`config.mk`:
```
export PLATFORM = sky130hd
export DESIGN_NAME = fdc_host_regs
export DESIGN_NICKNAME = d
export VERILOG_FILES = /design/src/fdc_regs_pkg.sv /design/src/fdc_host_regs.sv
export SDC_FILE = /design/constraint.sdc
export NUM_CORES = 1
export LEC_CHECK = 0
export BUFFER_PORTS_ARGS = -buffer_cell sky130_fd_sc_hd__buf_2
export CAP_MARGIN = 20
export CORE_AREA = 2 2 80 82
export DETAILED_ROUTE_END_ITERATION = 10
export DIE_AREA = 0 0 82 84
export PLACE_DENSITY_LB_ADDON = 0.3
export RECOVER_POWER = 50
export SLEW_MARGIN = 10
export SYNTH_ARGS = -nofsm -noshare
export SYNTH_HDL_FRONTEND = slang
export SYNTH_SLANG_ARGS = --single-unit
```
`constraint.sdc`:
```
create_clock -name CLK_SYS -period 1.8 [get_ports CLK_SYS]
set_input_delay 0.27 -clock CLK_SYS [delete_from_list [all_inputs] [get_ports CLK_SYS]]
set_output_delay 0.27 -clock CLK_SYS [all_outputs]
set_load 0.005 [all_outputs]
```
`src/fdc_regs_pkg.sv`:
```
// constants and carrier types for the diskette controller host register bank
// assumes the host side hands over decoded I/O cycles one at a time
package fdc_regs_pkg;

  localparam logic [15:0] BASE_ALIGN_MASK = 16'h0007;
  localparam logic [15:0] BASE_DEFAULT = 16'h03f0;

  localparam logic [2:0] OFF_STATUS_A = 3'h0;
  localparam logic [2:0] OFF_STATUS_B = 3'h1;
  localparam logic [2:0] OFF_DIGITAL_OUTPUT = 3'h2;
  localparam logic [2:0] OFF_TAPE_DRIVE = 3'h3;
  localparam logic [2:0] OFF_MAIN_STATUS = 3'h4;
  localparam logic [2:0] OFF_DATA_FIFO = 3'h5;
  localparam logic [2:0] OFF_NONE = 3'h6;
  localparam logic [2:0] OFF_DIGITAL_INPUT = 3'h7;

  localparam logic [7:0] RST_DIGITAL_OUTPUT = 8'h00;
  localparam logic [1:0] RST_TAPE_SELECT = 2'h0;
  localparam logic [1:0] RST_EXCHANGE = 2'h0;
  localparam logic [1:0] RST_RATE = 2'h2;
  localparam logic [2:0] RST_PRECOMP = 3'h0;
  localparam logic [7:0] RD_UNMAPPED = 8'h00;
  localparam logic [7:0] RD_ABSENT = 8'hff;
  localparam logic [3:0] TAPE_UPPER_ONES = 4'hf;

  // digital output fields
  localparam int DOR_SEL = 0;
  localparam int DOR_RESET_N = 2;
  localparam int DOR_MOTOR0 = 4;
  localparam int DOR_MOTOR1 = 5;
  // data rate select fields
  localparam int DSR_RATE = 0;
  localparam int DSR_PRECOMP = 2;
  localparam int DSR_LOW_POWER = 6;
  localparam int DSR_SW_RESET = 7;
  // first command byte encoding bit
  localparam int CMD_MFM_BIT = 6;
  localparam logic [3:0] CMD_BYTES = 4'h9;

  // synchronised drive pins
  localparam int PIN_INDEX = 0;
  localparam int PIN_TRACK0 = 1;
  localparam int PIN_WPROT = 2;
  localparam int PIN_CHANGED = 3;
  localparam int NUM_PINS = 4;

  typedef struct packed {
    logic [15:0] addr;
    logic rd;
    logic wr;
    logic [7:0] wdata;
  } io_req_t;

  typedef struct packed {
    logic ack;
    logic [7:0] rdata;
  } io_rsp_t;

endpackage

```
`src/fdc_host_regs.sv`:
```
// host register bank of a legacy diskette controller, eight byte offsets
// assumes one decoded I/O cycle per request pulse; drive pins are asynchronous
//
// Overview of operation
// - first command byte bit 6 picks encoding: 0 gives FM, 1 gives MFM.
// - registers decode at offsets 0 to 7 from an 8-byte aligned base.
// - offset 4 reads main status, writes rate; offset 7 reads input, writes config.
// - bits mirroring floating drive pins read back as one.
// - no media sensing, no high rate output, no second select or motor pin.
// - PC-AT and PS/2 modes; fields behave alike unless marked mode-specific.
// - status A, status B and full digital input exist only in PS/2 mode.
// - in PC-AT mode digital input carries only disk change in bit 7.
// - enhanced tape mode shows upper bits 1111 and a logical drive exchange field.
`timescale 1ns/1ps
module fdc_host_regs
  import fdc_regs_pkg::*;
#(
  parameter logic [15:0] BASE_ADDR = BASE_DEFAULT,
  parameter logic [3:0] COMMAND_BYTES = CMD_BYTES
) (
  input wire logic CLK_SYS,
  input wire logic RESETN,
  input wire io_req_t IO_REQ,
  output io_rsp_t IO_RSP,
  input wire logic PS2_MODE,
  input wire logic ENH_TAPE_MODE,
  input wire logic PINS_FLOATING,
  input wire logic INDEX_N,
  input wire logic TRACK0_N,
  input wire logic WRITE_PROTECT_N,
  input wire logic DISK_CHANGED_N,
  output logic DRIVE_SELECT_0_N,
  output logic MOTOR_ON_0_N,
  output logic RATE_SELECT_LOW,
  output logic MFM_MODE,
  output logic CTRL_RESET,
  output logic LOW_POWER
);

  ////////////////////////////////////////////////////////////////////////////
  // reset release

  logic rst_s1_r;
  logic rst_n_r;

  always_ff @(posedge CLK_SYS or negedge RESETN) begin
    if (!RESETN) begin
      rst_s1_r <= 1'b0;
      rst_n_r <= 1'b0;
    end else begin
      rst_s1_r <= 1'b1;
      rst_n_r <= rst_s1_r;
    end
  end

  ////////////////////////////////////////////////////////////////////////////
  // drive pin synchronisers: a change counts once stages two and three agree

  logic [NUM_PINS-1:0] pin_raw;
  logic [NUM_PINS-1:0] pin_s1_r;
  logic [NUM_PINS-1:0] pin_s2_r;
  logic [NUM_PINS-1:0] pin_s3_r;
  logic [NUM_PINS-1:0] pin_r;

  // pins are active low; stored active high
  assign pin_raw = {~DISK_CHANGED_N, ~WRITE_PROTECT_N, ~TRACK0_N, ~INDEX_N};

  genvar gi;
  generate
    for (gi = 0; gi < NUM_PINS; gi++) begin : g_pin
      always_ff @(posedge CLK_SYS or negedge rst_n_r) begin
        if (!rst_n_r) begin
          pin_s1_r[gi] <= 1'b0;
          pin_s2_r[gi] <= 1'b0;
          pin_s3_r[gi] <= 1'b0;
          pin_r[gi] <= 1'b0;
        end else begin
          pin_s1_r[gi] <= pin_raw[gi];
          pin_s2_r[gi] <= pin_s1_r[gi];
          pin_s3_r[gi] <= pin_s2_r[gi];
          if (pin_s2_r[gi] == pin_s3_r[gi]) begin
            pin_r[gi] <= pin_s3_r[gi];
          end
        end
      end
    end
  endgenerate

  // a tristated drive interface reads as all ones
  function automatic logic pin_bit(input logic v, input logic floating);
    pin_bit = floating ? 1'b1 : v;
  endfunction

  ////////////////////////////////////////////////////////////////////////////
  // address decode

  logic hit;
  logic wr_hit;
  logic rd_hit;
  logic [2:0] off;

  // low three address bits select; the rest must match the aligned base
  assign hit = (IO_REQ.addr & ~BASE_ALIGN_MASK) == (BASE_ADDR & ~BASE_ALIGN_MASK);
  assign off = IO_REQ.addr[2:0];
  assign wr_hit = hit && IO_REQ.wr;
  assign rd_hit = hit && IO_REQ.rd;

  function automatic logic is_wr(input logic w, input logic [2:0] o, input logic [2:0] t);
    is_wr = w && (o == t);
  endfunction

  ////////////////////////////////////////////////////////////////////////////
  // digital output, tape drive and rate registers

  logic [7:0] dor_r;
  logic [1:0] tape_sel_r;
  logic [1:0] exchange_r;
  logic [1:0] rate_r;
  logic [2:0] precomp_r;
  logic low_power_r;
  logic sw_reset_r;
  logic ctrl_reset;

  assign ctrl_reset = !dor_r[DOR_RESET_N] || sw_reset_r;

  always_ff @(posedge CLK_SYS or negedge rst_n_r) begin
    if (!rst_n_r) begin
      dor_r <= RST_DIGITAL_OUTPUT;
    end else if (is_wr(wr_hit, off, OFF_DIGITAL_OUTPUT)) begin
      dor_r <= IO_REQ.wdata;
    end
  end

  always_ff @(posedge CLK_SYS or negedge rst_n_r) begin
    if (!rst_n_r) begin
      tape_sel_r <= RST_TAPE_SELECT;
      exchange_r <= RST_EXCHANGE;
    end else if (is_wr(wr_hit, off, OFF_TAPE_DRIVE)) begin
      tape_sel_r <= IO_REQ.wdata[1:0];
      // exchange field only exists in enhanced mode
      if (ENH_TAPE_MODE) begin
        exchange_r <= IO_REQ.wdata[3:2];
      end
    end
  end

  // offset 4 writes land in rate select, offset 7 writes in config control
  always_ff @(posedge CLK_SYS or negedge rst_n_r) begin
    if (!rst_n_r) begin
      rate_r <= RST_RATE;
      precomp_r <= RST_PRECOMP;
      low_power_r <= 1'b0;
      sw_reset_r <= 1'b0;
    end else begin
      // software reset lasts one cycle then self-clears
      sw_reset_r <= 1'b0;
      // any write hit wakes the part; a rate write that sets the bit again wins
      if (low_power_r && wr_hit) begin
        low_power_r <= 1'b0;
      end
      if (is_wr(wr_hit, off, OFF_MAIN_STATUS)) begin
        rate_r <= IO_REQ.wdata[DSR_RATE +: 2];
        precomp_r <= IO_REQ.wdata[DSR_PRECOMP +: 3];
        low_power_r <= IO_REQ.wdata[DSR_LOW_POWER];
        sw_reset_r <= IO_REQ.wdata[DSR_SW_RESET];
      end else if (is_wr(wr_hit, off, OFF_DIGITAL_INPUT)) begin
        rate_r <= IO_REQ.wdata[DSR_RATE +: 2];
      end
    end
  end

  ////////////////////////////////////////////////////////////////////////////
  // command byte intake; execution engine lives elsewhere

  typedef enum logic [1:0] {
    CMD_IDLE = 2'b01,
    CMD_PARAMS = 2'b10
  } cmd_state_t;

  cmd_state_t cmd_state_r;
  logic [3:0] cmd_cnt_r;
  logic mfm_r;
  logic [7:0] last_byte_r;
  logic fifo_wr;

  assign fifo_wr = is_wr(wr_hit, off, OFF_DATA_FIFO);

  always_ff @(posedge CLK_SYS or negedge rst_n_r) begin
    if (!rst_n_r) begin
      cmd_state_r <= CMD_IDLE;
      cmd_cnt_r <= 4'h0;
    end else if (ctrl_reset) begin
      cmd_state_r <= CMD_IDLE;
      cmd_cnt_r <= 4'h0;
    end else if (fifo_wr) begin
      unique case (cmd_state_r)
        CMD_IDLE: begin
          cmd_cnt_r <= 4'h1;
          cmd_state_r <= (COMMAND_BYTES > 4'h1) ? CMD_PARAMS : CMD_IDLE;
        end
        CMD_PARAMS: begin
          cmd_cnt_r <= cmd_cnt_r + 4'h1;
          if (cmd_cnt_r + 4'h1 >= COMMAND_BYTES) begin
            cmd_state_r <= CMD_IDLE;
          end
        end
      endcase
    end
  end

  always_ff @(posedge CLK_SYS or negedge rst_n_r) begin
    if (!rst_n_r) begin
      mfm_r <= 1'b0;
      last_byte_r <= 8'h00;
    end else if (fifo_wr) begin
      last_byte_r <= IO_REQ.wdata;
      if (cmd_state_r == CMD_IDLE && !ctrl_reset) begin
        mfm_r <= IO_REQ.wdata[CMD_MFM_BIT];
      end
    end
  end

  ////////////////////////////////////////////////////////////////////////////
  // read mux; reads have no side effects on any register

  logic [7:0] rd_nxt;
  logic [7:0] status_a;
  logic [7:0] status_b;
  logic [7:0] tape_rd;
  logic [7:0] main_status;
  logic [7:0] dir_rd;
  logic hd;
  logic fl;

  assign fl = PINS_FLOATING;
  assign hd = (rate_r == 2'h0) || (rate_r == 2'h3);
  assign status_a = {1'b0, 1'b0, 1'b0, pin_bit(pin_r[PIN_TRACK0], fl), 1'b0,
                     pin_bit(pin_r[PIN_INDEX], fl), pin_bit(pin_r[PIN_WPROT], fl), 1'b0};
  assign status_b = {2'b00, dor_r[DOR_SEL], 3'b000, dor_r[DOR_MOTOR1], dor_r[DOR_MOTOR0]};
  assign tape_rd = ENH_TAPE_MODE ? {TAPE_UPPER_ONES, exchange_r, tape_sel_r}
                                 : {6'h00, tape_sel_r};
  assign main_status = {!ctrl_reset, 1'b0, 1'b0, cmd_state_r == CMD_PARAMS, 2'b00, 2'b00};

  always_comb begin
    dir_rd = {pin_bit(pin_r[PIN_CHANGED], fl), 7'h00};
    if (PS2_MODE) begin
      dir_rd = {pin_bit(pin_r[PIN_CHANGED], fl), 4'h0, rate_r, hd};
    end
  end

  // fields not marked mode-specific read the same in both modes
  always_comb begin
    unique case (off)
      OFF_STATUS_A: rd_nxt = PS2_MODE ? status_a : RD_ABSENT;
      OFF_STATUS_B: rd_nxt = PS2_MODE ? status_b : RD_ABSENT;
      OFF_DIGITAL_OUTPUT: rd_nxt = dor_r;
      OFF_TAPE_DRIVE: rd_nxt = tape_rd;
      OFF_MAIN_STATUS: rd_nxt = main_status;
      OFF_DATA_FIFO: rd_nxt = last_byte_r;
      OFF_NONE: rd_nxt = RD_UNMAPPED;
      OFF_DIGITAL_INPUT: rd_nxt = dir_rd;
    endcase
  end

  io_rsp_t rsp_r;

  always_ff @(posedge CLK_SYS or negedge rst_n_r) begin
    if (!rst_n_r) begin
      rsp_r <= '0;
    end else begin
      rsp_r.ack <= hit && (IO_REQ.rd || IO_REQ.wr);
      rsp_r.rdata <= rd_hit ? rd_nxt : 8'h00;
    end
  end

  assign IO_RSP = rsp_r;

  ////////////////////////////////////////////////////////////////////////////
  // drive side outputs; only drive 0 and one rate line exist

  logic sel0_n_r;
  logic motor0_n_r;

  always_ff @(posedge CLK_SYS or negedge rst_n_r) begin
    if (!rst_n_r) begin
      sel0_n_r <= 1'b1;
      motor0_n_r <= 1'b1;
    end else begin
      // second select, second motor and high rate have no pin
      sel0_n_r <= !(dor_r[1:0] == 2'h0 && dor_r[DOR_MOTOR0]);
      motor0_n_r <= !dor_r[DOR_MOTOR0];
    end
  end

  logic ctrl_reset_r;

  always_ff @(posedge CLK_SYS or negedge rst_n_r) begin
    if (!rst_n_r) begin
      ctrl_reset_r <= 1'b1;
    end else begin
      ctrl_reset_r <= ctrl_reset;
    end
  end

  assign DRIVE_SELECT_0_N = sel0_n_r;
  assign MOTOR_ON_0_N = motor0_n_r;
  assign RATE_SELECT_LOW = rate_r[0];
  assign MFM_MODE = mfm_r;
  assign CTRL_RESET = ctrl_reset_r;
  assign LOW_POWER = low_power_r;

endmodule

```
# After elaboration in Yosys (flattened, before gate mapping)
# Cells that the tools add are included.
# Widths: inputs -> output; s select.
[totals]
reg_bits = 61
input_bits = 35
out_inout_bits = 15
wordCells = 104
[op_classes]
add_sub_neg = 1
order_cmp = 1
n_eq_ne = 16
n_mux = 22
bitwise_logic = 4
n_reduce_logical = 27
[ops]
columns = ["operator", "count"]
rows = [
  ["$pmux 8 s8", 1],
  ["$mux 8", 4],
  ["$eq 13x7->1 const B", 1],
  ["$eq 3x3->1 const B", 4],
  ["$logic_and 1x1->1", 11],
  ["$mux 2", 5],
  ["$mux 4", 2],
  ["$pmux 4 s2", 1],
  ["$mux 1", 7],
  ["$eq 3x2->1 const B", 2],
  ["$reduce_and 2->1", 3],
  ["$reduce_bool 2->1", 3],
  ["$add 4x1->4 const B", 1],
  ["$eq 1x1->1", 4],
  ["$eq 2x2->1 const B", 2],
  ["$ge 4x4->1 const B", 1],
  ["$logic_not 1->1", 4],
  ["$logic_not 2->1", 2],
  ["$not 1->1", 4],
  ["$pmux 2 s2", 1],
  ["$eq 3x1->1 const B", 1],
  ["$logic_not 3->1", 1],
  ["$logic_or 1x1->1", 3],
  ["$mux 3", 1],
  ["2 further kinds", 2],
]

# Depth between registers and ports, before layout
# Gate-level depths: netlist (run 1).
[depth]
ltp_word = 6
ltp_mapped = 7
mapped_depth_nobuf = 7

# Least setup slack after synthesis (run 1)
# OpenSTA, ideal clock, no wires.
[synth_path]
path_kind = "input to register"
startpoint = "input port IO_REQ[20] (netlist name)"
endpoint = "register dor_r[0]"
setup_ps = 125
arrival_ps = 1471
required_ps = 1675
path_slack_ps = 204
path_stages = 4
n_path_buf = 0
cell_sequence = "nor4b_4 -> nand3_1 -> nor2_2 -> mux2_2"
[synth_between]
elab_chain_len = 3
[synth_lines]
columns = ["element", "line", "text"]
rows = [
  ["start: declaration", "fdc_host_regs.sv:23", "input wire io_req_t IO_REQ,"],
  ["$eq 13x7->1", "fdc_host_regs.sv:103", "assign hit = (IO_REQ.addr & ~BASE_ALIGN_MASK) == (BASE_ADDR & ~BASE_ALIGN_MASK);"],
  ["$logic_and 1x1->1", "fdc_host_regs.sv:105", "assign wr_hit = hit && IO_REQ.wr;"],
  ["$logic_and 1x1->1", "fdc_host_regs.sv:109", "is_wr = w && (o == t);"],
  ["end signal: assignment", "fdc_host_regs.sv:130", "dor_r <= IO_REQ.wdata;"],
  ["end: declaration", "fdc_host_regs.sv:115", "logic [7:0] dor_r;"],
]
# Every way passes these cells.
# A chain may end at the register's enable or synchronous reset.

# Final worst setup path (run 1)
[layout_path]
startpoint = "register cmd_cnt_r[0]"
endpoint = "register cmd_state_r[0]"
[layout_between]
elab_chain_len = 4
[layout_lines]
columns = ["element", "line", "text"]
rows = [
  ["start: declaration", "fdc_host_regs.sv:181", "logic [3:0] cmd_cnt_r;"],
  ["start signal: assignment", "fdc_host_regs.sv:202", "cmd_cnt_r <= cmd_cnt_r + 4'h1;"],
  ["$add 4x1->4", "fdc_host_regs.sv:203", "if (cmd_cnt_r + 4'h1 >= COMMAND_BYTES) begin"],
  ["$ge 4x4->1", "fdc_host_regs.sv:203", ""],
  ["$ne 3x2->1 (no line)", "-", ""],
  ["$reduce_and 2->1 (no line)", "-", ""],
  ["end signal: assignment", "fdc_host_regs.sv:199", "cmd_state_r <= (COMMAND_BYTES > 4'h1) ? CMD_PARAMS : CMD_IDLE;"],
  ["end: declaration", "fdc_host_regs.sv:180", "cmd_state_t cmd_state_r;"],
]
# Every way passes these cells.

==> flow_summary.ini, run 1 <==
[yosys]
synth_compound_area_frac = 0.1033
yosys-top-cells-area = dfrtp_1, nand2_1, mux2_2, dfstp_2, a21oi_1
synth_top_family_by_area = simple AND/OR/NAND/NOR gates
muxShareOfSynthArea = 0.06742
synth.most_common_cell = dfrtp_1
yosysTopAreaCellShare = 0.5281
synth_commonest_cells = dfrtp_1, nand2_1, inv_1, mux2_2, nor2_1
ys_ff_latch = 61
avgSynthCellArea_sq_um = 10.79
ys_warn_count = 0
async_reset_ff_frac = 1.000
syn_nets = 283
yosysTopAreaCell = dfrtp_1
synth_xor_xnor_area_share = 0.006601
ys_seq_area_frac = 0.5776
netlist-cell-type-count = 47
synth_ff_type = dfrtp_1
synth_area_sq_um = 2654
synth_simple_gate_area_frac = 0.1862
synth_cells = 246
synthAdderAreaFrac = 0.02452
synth_edf_count = 0

[sta]
hold_slack_ns = 0.05593
finalSetupTns_ns = 0
max_freq_mhz = 631.2
slew_headroom = 0.1529
worst_slew_pin_slew_ns = 1.271
maxSlewViolCount = 0
fin_crit_ns = 1.584
fin_worst_skew_ns = 0.005728
period_share = 0.8802
setup_ws_ns = 0.2157
setup_viol = 0
hold_viol = 0
rsz0062_at_grt = no

[place]
io_buffer_count = 49
dp_slack_ns = 0.03058
gp_congestion = 0.8261
place_area_sq_um = 3099
dp.cells = 380
hpwl_mm = 4.293

[clocking]
cts_buffers = 9
clk_path_buf_depth = 2
clk_pin_slew_worst_paths_ns = 0.07
root_buffer = clkbuf_8
cts_tree = yes
cts_hold_buffers = 1
cts_setup_buffers = 0
worst_skew_pair.late_latency_ns = 0.34
cts-resized-gates = 0
htreeDepth = 3
cts_num_sinks = 61

[power_and_ir_drop]
p_per_area_nw_per_um2 = 917.8
p_leak_nw = 1.589
power_mw = 3.066
vdd_drop_max_uv = 728.7

[global_routing]
grtUsageTotal = 0.1932
overflow = 0
grt_pass1_wl_mm = 9.784
grt_pass1_vias = 2075
antenna_found_initial = 0
grt_max_degree = 60

[floorplanning]
dieArea_sq_um = 6888
die_h_um = 84
rows = 29
io_pins = 50
fp.dieW_um = 82
start_util = 0.4353
coreArea_sq_um = 6096

[detailed_routing]
firstDrtPassIters = 4
drc = 0
drt-initial-drc-count = 210
vias = 2088
wirelength_mm = 6.015
via_per_inst = 5.259
ant_nets = 0
post_drt_wl_per_cell_um = 15.15

[critical_path]
end_kind = flip-flop
crit_slowest_cell = dfrtp_1
crit_type = reg -> reg
max_stage_delay_ns = 0.38
worstPathRequired_ns = 2.07
critPathBufInv = 1
path_cells = inv_1, ha_1, nor2b_1, o21ai_0, a22o_1, nor4b_1, a211o_1
path_max_fanout = 4
cp_data_arrival_time_ns = 1.86
worst_setup_path_start_kind = flip-flop
cp_top_family = compound AO/OA/AOI/OAI gates

[cells_and_area]
drive_gt1_frac = 0.3250
final_cell_area_sq_um = 3341
final_util = 0.5480
area_growth_pct = 25.88
nets = 352
diodes = 0
layout.cells.non_filler = 397

[flow_run]
cap_violations = 0

[worst_hold_path]
hold_class = in -> reg

[outcome]
status = complete, no violations
-- report_power, final --
part / total (mW) / switching (mW) / internal [mW]
Sequential: 1.41 / 0.0123 / 1.40
Clock: 1.49 / 0.566 / 0.925
Combinational: 0.166 / 0.0998 / 0.0662
-- sequential cells by signal (all words and copies together) (netlist names), 4 cells and up --
name and flops:
pin_s1_r 4, cmd_cnt_r 4, pin_r 4, IO_RSP 9, dor_r 8, pin_s2_r 4, last_byte_r 8, pin_s3_r 4
-- worst paths after layout --
kind,start,cells past startpoint,slack [ns],to
min in group asynchronous,RESETN,2,0.24,rst_s1_r
max in group asynchronous,rst_n_r,1,0.38,last_byte_r[4]
worst min register to register,pin_s1_r[3],0,0.35,pin_s2_r[3]
worst max-delay path,cmd_cnt_r[0],7,0.22,cmd_state_r[0]
worst max register to register,cmd_cnt_r[0],7,0.22,cmd_state_r[0]
worst min-delay path,DISK_CHANGED_N,2,0.06,pin_s1_r[3]
-- per-layer routing --
layer,vias to the layer above,track usage,routed length [um]
li1,995,-,-
met1,1004,0.2552,2681
met2,76,0.2831,2812
met3,13,0.06277,366
met4,0,0.09545,155
met5,-,0,0
-- kinds of logic (layout without fill, tap and decap cells) --
kind of cell | Yosys count | in the layout
compound gates | 43 | 43
buf+inv | 21 | 95
mux | 16 | 16
other cells | 1 | 1
flops | 61 | 61
simple gates | 96 | 96
fa+ha+maj | 6 | 6
xor+xnor | 2 | 2
-- area by class of cell --
type	instances	area, sq um
tap	77	96.34
clock buffer	9	123.9
fill	560	2755
timing repair buffer	65	376.6
multi-input combinational	164	1033
clock inverter	7	123.9
inverter	14	52.55
sequential	61	1534
-- worst register-to-register path, stage by stage, from the launching register on --
cell     delay, ns
dfrtp_1       0.38
inv_1         0.09
ha_1          0.21
nor2b_1       0.09
o21ai_0       0.08
a22o_1        0.25
nor4b_1       0.14
a211o_1       0.26
-- layout by cell type (no fill, tap or decap), types with 4 or more instances in the layout --
| master | count |
|---|---|
| o21ai_0 | 12 |
| nor3_1 | 11 |
| dfrtp_1 | 55 |
| dfstp_2 | 5 |
| maj3_1 | 4 |
| nor2b_1 | 4 |
| clkbuf_8 | 9 |
| a21oi_1 | 12 |
| nand3_1 | 6 |
| inv_1 | 14 |
| nor2_1 | 13 |
| nand4_1 | 4 |
| nand2_1 | 43 |
| mux2_2 | 14 |
| buf_2 | 49 |
| buf_4 | 13 |
Power figures use the tool's default switching activity.
==> run 2: changes to the inputs <==
--- a/config.mk
+++ b/config.mk
@@ -11,7 +11,7 @@
 export DETAILED_ROUTE_END_ITERATION = 10
 export DIE_AREA = 0 0 82 84
 export PLACE_DENSITY_LB_ADDON = 0.3
-export RECOVER_POWER = 50
+export RECOVER_POWER = 100
 export SLEW_MARGIN = 10
 export SYNTH_ARGS = -nofsm -noshare
 export SYNTH_HDL_FRONTEND = slang
==> run 2 against run 1 <==
Compared with the run above:
- final cell count unchanged
- worst setup slack got worse by 0.060 ns
- flip-flop and latch count unchanged
- sequential power about the same
- global-route usage unchanged
- die area unchanged
==> flow_summary.ini, run 2 (synthesis gave the netlist of run 1 again) <==
[detailed_routing]
drt-initial-drc-count = 193
ant_nets = 0
drc = 0
via_per_inst = 5.270
wirelength_mm = 5.986
vias = 2092
firstDrtPassIters = 4
post_drt_wl_per_cell_um = 15.08

[cells_and_area]
most-common-layout-cells = dfrtp_1, nand2_1, buf_2
largest_register_ffs = 9
drive_gt1_frac = 0.2750
nets = 352
fillCellCount = 569
area_growth_pct = 24.38
diodes = 0
layout_commonest_cell = dfrtp_1
layout.cells.non_filler = 397

[sta]
rsz0062_at_grt = no
finalSetupTns_ns = 0
maxSlewViolCount = 0
max_freq_mhz = 608.3
hold_viol = 0
slew_headroom = 0.1530
period_share = 0.9133
fin_worst_skew_ns = 0.005552
setup_viol = 0
fin_crit_ns = 1.644
worst_slew_pin_slew_ns = 1.270

[power_and_ir_drop]
power_frac_comb = 0.054
p_per_area_nw_per_um2 = 926.0
p_leak_nw = 1.538
p_int_mw = 2.387
power.switching_mw = 0.6697
pwr-share-seq = 0.461
power_switching_share = 0.2191
clkPwrFrac = 0.485
vdd_drop_max_uv = 728.4

[clocking]
worst_skew_pair.late_latency_ns = 0.34
cts_setup_buffers = 0
clk_path_buf_depth = 2
cts_buffers = 9
root_buffer = clkbuf_8
cts_num_sinks = 61
htreeDepth = 3
clk_pin_slew_worst_paths_ns = 0.07
cts_tree = yes

[global_routing]
grtUsageTotal = 0.1932
grt_pass1_wl_mm = 9.784
grt_max_degree = 60
antenna_found_initial = 0
overflow = 0
grt_pass1_vias = 2075

[critical_path]
crit_type = in -> reg
cp_data_arrival_time_ns = 1.87
path_max_fanout = 5
end_kind = flip-flop
worstPathRequired_ns = 2.03
r2r_cells = 7
worst_setup_path_start_kind = input port
rrSetupSlack_ns = 0.22

[outcome]
status = complete, no violations

[floorplanning]
start_util = 0.4353
io_pins = 50
dieArea_sq_um = 6888
fp.dieW_um = 82
coreArea_sq_um = 6096
rows = 29
die_h_um = 84

[worst_hold_path]
min_path_cells = 2
hold_class = in -> reg

[place]
dp.cells = 380
hpwl_mm = 4.293
io_buffer_count = 49
gp_congestion = 0.8261

[flow_run]
cap_violations = 0
[run 2: timing repair]
item,CTS,global route
hold buffers,1,0
gates resized for setup,0,0
endpoints found under the hold margin,2,0
[run 2: final cells by class]
| class | instances | area [sq um] | share of cell area |
|---|---|---|---|
| Clock buffer | 9 | 123.9 | 0.03753 |
| Clock inverter | 7 | 123.9 | 0.03753 |
| Inverter | 14 | 52.55 | 0.01592 |
| Multi-Input combinational cell | 164 | 1025 | 0.3105 |
| Sequential cell | 61 | 1534 | 0.4647 |
| Tap cell | 77 | 96.34 | 0.02919 |
| Timing Repair Buffer | 65 | 345.3 | 0.1046 |
[run 2: metal layers]
metal | vias up | global-route usage | wire length, um
li1 | 995 | - | -
met1 | 1010 | 0.2552 | 2612
met2 | 73 | 0.2831 | 2788
met3 | 14 | 0.06277 | 426
met4 | 0 | 0.09545 | 158
met5 | - | 0 | 0
[run 2: critical path, stage by stage]
cell and delay, ns:
buf_2 0.10, nor4b_1 0.37, nand3_1 0.12, clkbuf_1 0.20, nor2_1 0.17, clkbuf_1 0.26
mux2_2 0.37
[run 2: worst paths after layout]
kind | start | endpoint
max | IO_REQ[21] | dor_r[0]
min | DISK_CHANGED_N | pin_s1_r[3]
max reg2reg | cmd_cnt_r[0] | cmd_state_r[0]
min reg2reg | pin_s1_r[3] | pin_s2_r[3]
max in group asynchronous | rst_n_r | last_byte_r[2]
min in group asynchronous | RESETN | rst_s1_r
[run 2: power by group through the flow]
stage	registers, mW	logic, mW	clock network [mW]
final	1.41	0.165	1.48
after global routing	1.41	0.186	1.59
after CTS	1.41	0.172	1.52
after detailed placement	1.43	0.170	0
after global placement	1.43	0.166	0
after floorplan	1.45	0.0640	0
[run 2: metrics by stage]
step / util / area, sq um / setup slack [ns] / power, mW / hold slack, ns
final: 0.5415 / 3301 / 0.1561 / 3.057 / 0.05881
after global routing: 0.5415 / 3301 / 0.04787 / 3.182 / 0.04429
after CTS: 0.5507 / 3357 / 0.2073 / 3.099 / 0.04458
after detailed placement: 0.5084 / 3099 / 0.03058 / 1.604 / 0.05686
after global placement: 0.5084 / 3099 / 0.03931 / 1.600 / 0.05531
after floorplan: - / 2655 / 0.2041 / 1.512 / -0.02559
==> run 3: changes to the inputs <==
--- a/config.mk
+++ b/config.mk
@@ -5,11 +5,11 @@
 export SDC_FILE = /design/constraint.sdc
 export NUM_CORES = 1
 export LEC_CHECK = 0
-export BUFFER_PORTS_ARGS = -buffer_cell sky130_fd_sc_hd__buf_2
 export CAP_MARGIN = 20
 export CORE_AREA = 2 2 80 82
 export DETAILED_ROUTE_END_ITERATION = 10
 export DIE_AREA = 0 0 82 84
+export DONT_BUFFER_PORTS = 1
 export PLACE_DENSITY_LB_ADDON = 0.3
 export RECOVER_POWER = 100
 export SLEW_MARGIN = 10
==> constraint.sdc (replaced) <==
create_clock -name CLK_SYS -period 1.4 [get_ports CLK_SYS]
set_input_delay 0.21 -clock CLK_SYS [delete_from_list [all_inputs] [get_ports CLK_SYS]]
set_output_delay 0.21 -clock CLK_SYS [all_outputs]
set_load 0.005 [all_outputs]
==> run 3 against run 2 <==
Compared with the run above:
- the flow now finishes with violations (negative setup slack)
- utilization barely moved
- count of clock-buffer cells in the layout rose by 1
- combinational power fell by 4%
- register-to-register slack got worse by 0.28 ns
==> flow_summary.ini, run 3 (synthesis gave the netlist of run 1 again) <==
[cells_and_area]
area_growth_pct = 24.47
multiInputGateArea_sq_um = 1087
fillCellCount = 557
final_cell_area_sq_um = 3303
nets = 323
layout_commonest_cell = dfrtp_1
seqCellArea_sq_um = 1534
diodes = 0
drive_gt1_frac = 0.2302
largest_register_ffs = 9
most-common-layout-cells = dfrtp_1, nand2_1, buf_4, dlygate4sd3_1

[global_routing]
overflow = 0
grt_pass1_vias = 2048
grt_max_degree = 60
grtUsageTotal = 0.1919
grt_pass1_wl_mm = 9.763
antenna_found_initial = 0

[critical_path]
critical_path.startpoint = cmd_cnt_r[1]
worstPathRequired_ns = 1.67
r2r_cells = 7
end_kind = flip-flop
path_cells = inv_1, ha_2, nor2b_1, o21ai_1, a22o_1, nor4b_1, a211o_1
r2r_end = cmd_state_r[0]
crit_type = reg -> reg
max_stage_delay_ns = 0.42
worst_setup_path_start_kind = flip-flop
cp_data_arrival_time_ns = 1.73
path_max_fanout = 5
crit_slowest_cell = dfrtp_1
rrSetupSlack_ns = -0.06
r2r-start = cmd_cnt_r[1]

[detailed_routing]
via_per_inst = 5.383
wirelength_mm = 6.000
drc = 0
vias = 1981
ant_nets = 0
post_drt_wl_per_cell_um = 16.30
drt-initial-drc-count = 178
firstDrtPassIters = 4

[place]
io_buffer_count = 0
hpwl_mm = 4.096
dp_slack_ns = -0.3068
place_area_sq_um = 2959
gp_congestion = 0.7914

[sta]
worst_slew_pin_slew_ns = 0.7900
setup_viol = 8
slew_headroom = 0.4733
hold_viol = 0
max_freq_mhz = 683.9
fin_crit_ns = 1.462
rsz0062_at_grt = yes
fin_worst_skew_ns = 0.005669
period_share = 1.044
setup_ws_ns = -0.06213
finalSetupTns_ns = -0.3912
maxSlewViolCount = 0

[floorplanning]
die_h_um = 84
start_util = 0.4353
fp.dieW_um = 82
dieArea_sq_um = 6888
coreArea_sq_um = 6096
io_pins = 50
rows = 29

[power_and_ir_drop]
p_per_area_nw_per_um2 = 1122
p_leak_nw = 1.456
vdd_drop_max_uv = 623.7

[clocking]
cts_tree = yes
clk_path_buf_depth = 2
root_buffer = clkbuf_8
clk_pin_slew_worst_paths_ns = 0.07
cts_num_sinks = 61
cts_buffers = 9
worst_skew_pair.late_latency_ns = 0.33
htreeDepth = 3

[flow_run]
cap_violations = 0

[worst_hold_path]
min_path_cells = 1
min_from = IO_REQ[3]
hold_class = in -> reg
holdPathEnd = dor_r[3]

[outcome]
status = finished, violations left
violations = negative setup slack
[run 3: cell types whose count changed in the layout (fill, tap and decap cells not counted), sizes merged]
cell and delta:
buf -31, clkbuf -9, dlygate4sd3 +13, bufinv -1, dlymetal6s2s -1
[run 3: through the flow]
stage | power [mW] | hold WS (ns) | util | std cells
6_report | 3.707 | 0.01935 | 0.5419 | 368
5_1_grt | 3.864 | 0.001949 | 0.5419 | 368
3_3_place_gp | 1.970 | -0.08555 | 0.4854 | 337
3_5_place_dp | 1.973 | -0.08555 | 0.4854 | 337
2_1_floorplan | 1.947 | -0.08559 | - | 246
4_1_cts | 3.750 | 0.003325 | 0.5447 | 367
[run 3: metal layers]
layer,share of wire,vias to the layer above,track usage,wire (um)
met4,0.015,0,0.07727,87
li1,-,934,-,-
met2,0.47,74,0.2823,2834
met5,0,-,0,0
met1,0.44,965,0.2621,2610
met3,0.078,8,0.05952,468
[run 3: how the worst max path moves through the flow]
stage	endpoint	slack [ns]	cells after the start
finish	cmd_state_r[0]	-0.06	7
global route	cmd_state_r[0]	-0.16	7
CTS	cmd_state_r[0]	-0.06	7
detailed placement	tape_sel_r[1]	-0.31	4
global placement	tape_sel_r[1]	-0.20	4
floorplan	MFM_MODE	-0.12	5
[run 3: report_power, final]
part,switching [mW],internal (mW)
clock,0.693,1.05
sequential,0.0142,1.80
combinational,0.0840,0.0742
[run 3: timing repair]
action,4_1_cts,5_1_grt
pin swaps,1,1
endpoints found under the setup margin,1,8
gates resized for setup,0,3
hold endpoints to repair,16,1
hold buffers,13,1
buffers inserted,1,0
[run 3: critical path: cells and delay by family, from the launching register on]
kind                       cells  cell delay [ns]
AOI/OAI and AO/OA              3             0.51
and+or+nand+nor                2             0.24
buffers and inverters          1             0.06
DFF                            1             0.42
adders and majority gates      1             0.17
[run 3: cell type report]
class                   count  area share
clock buffers              10     0.04167
well taps                  77     0.02917
multi-input cells         164      0.3292
flip-flops and latches     61      0.4644
repair buffers             36     0.09356
inverters                  14     0.01591
clock inverters             6     0.02614
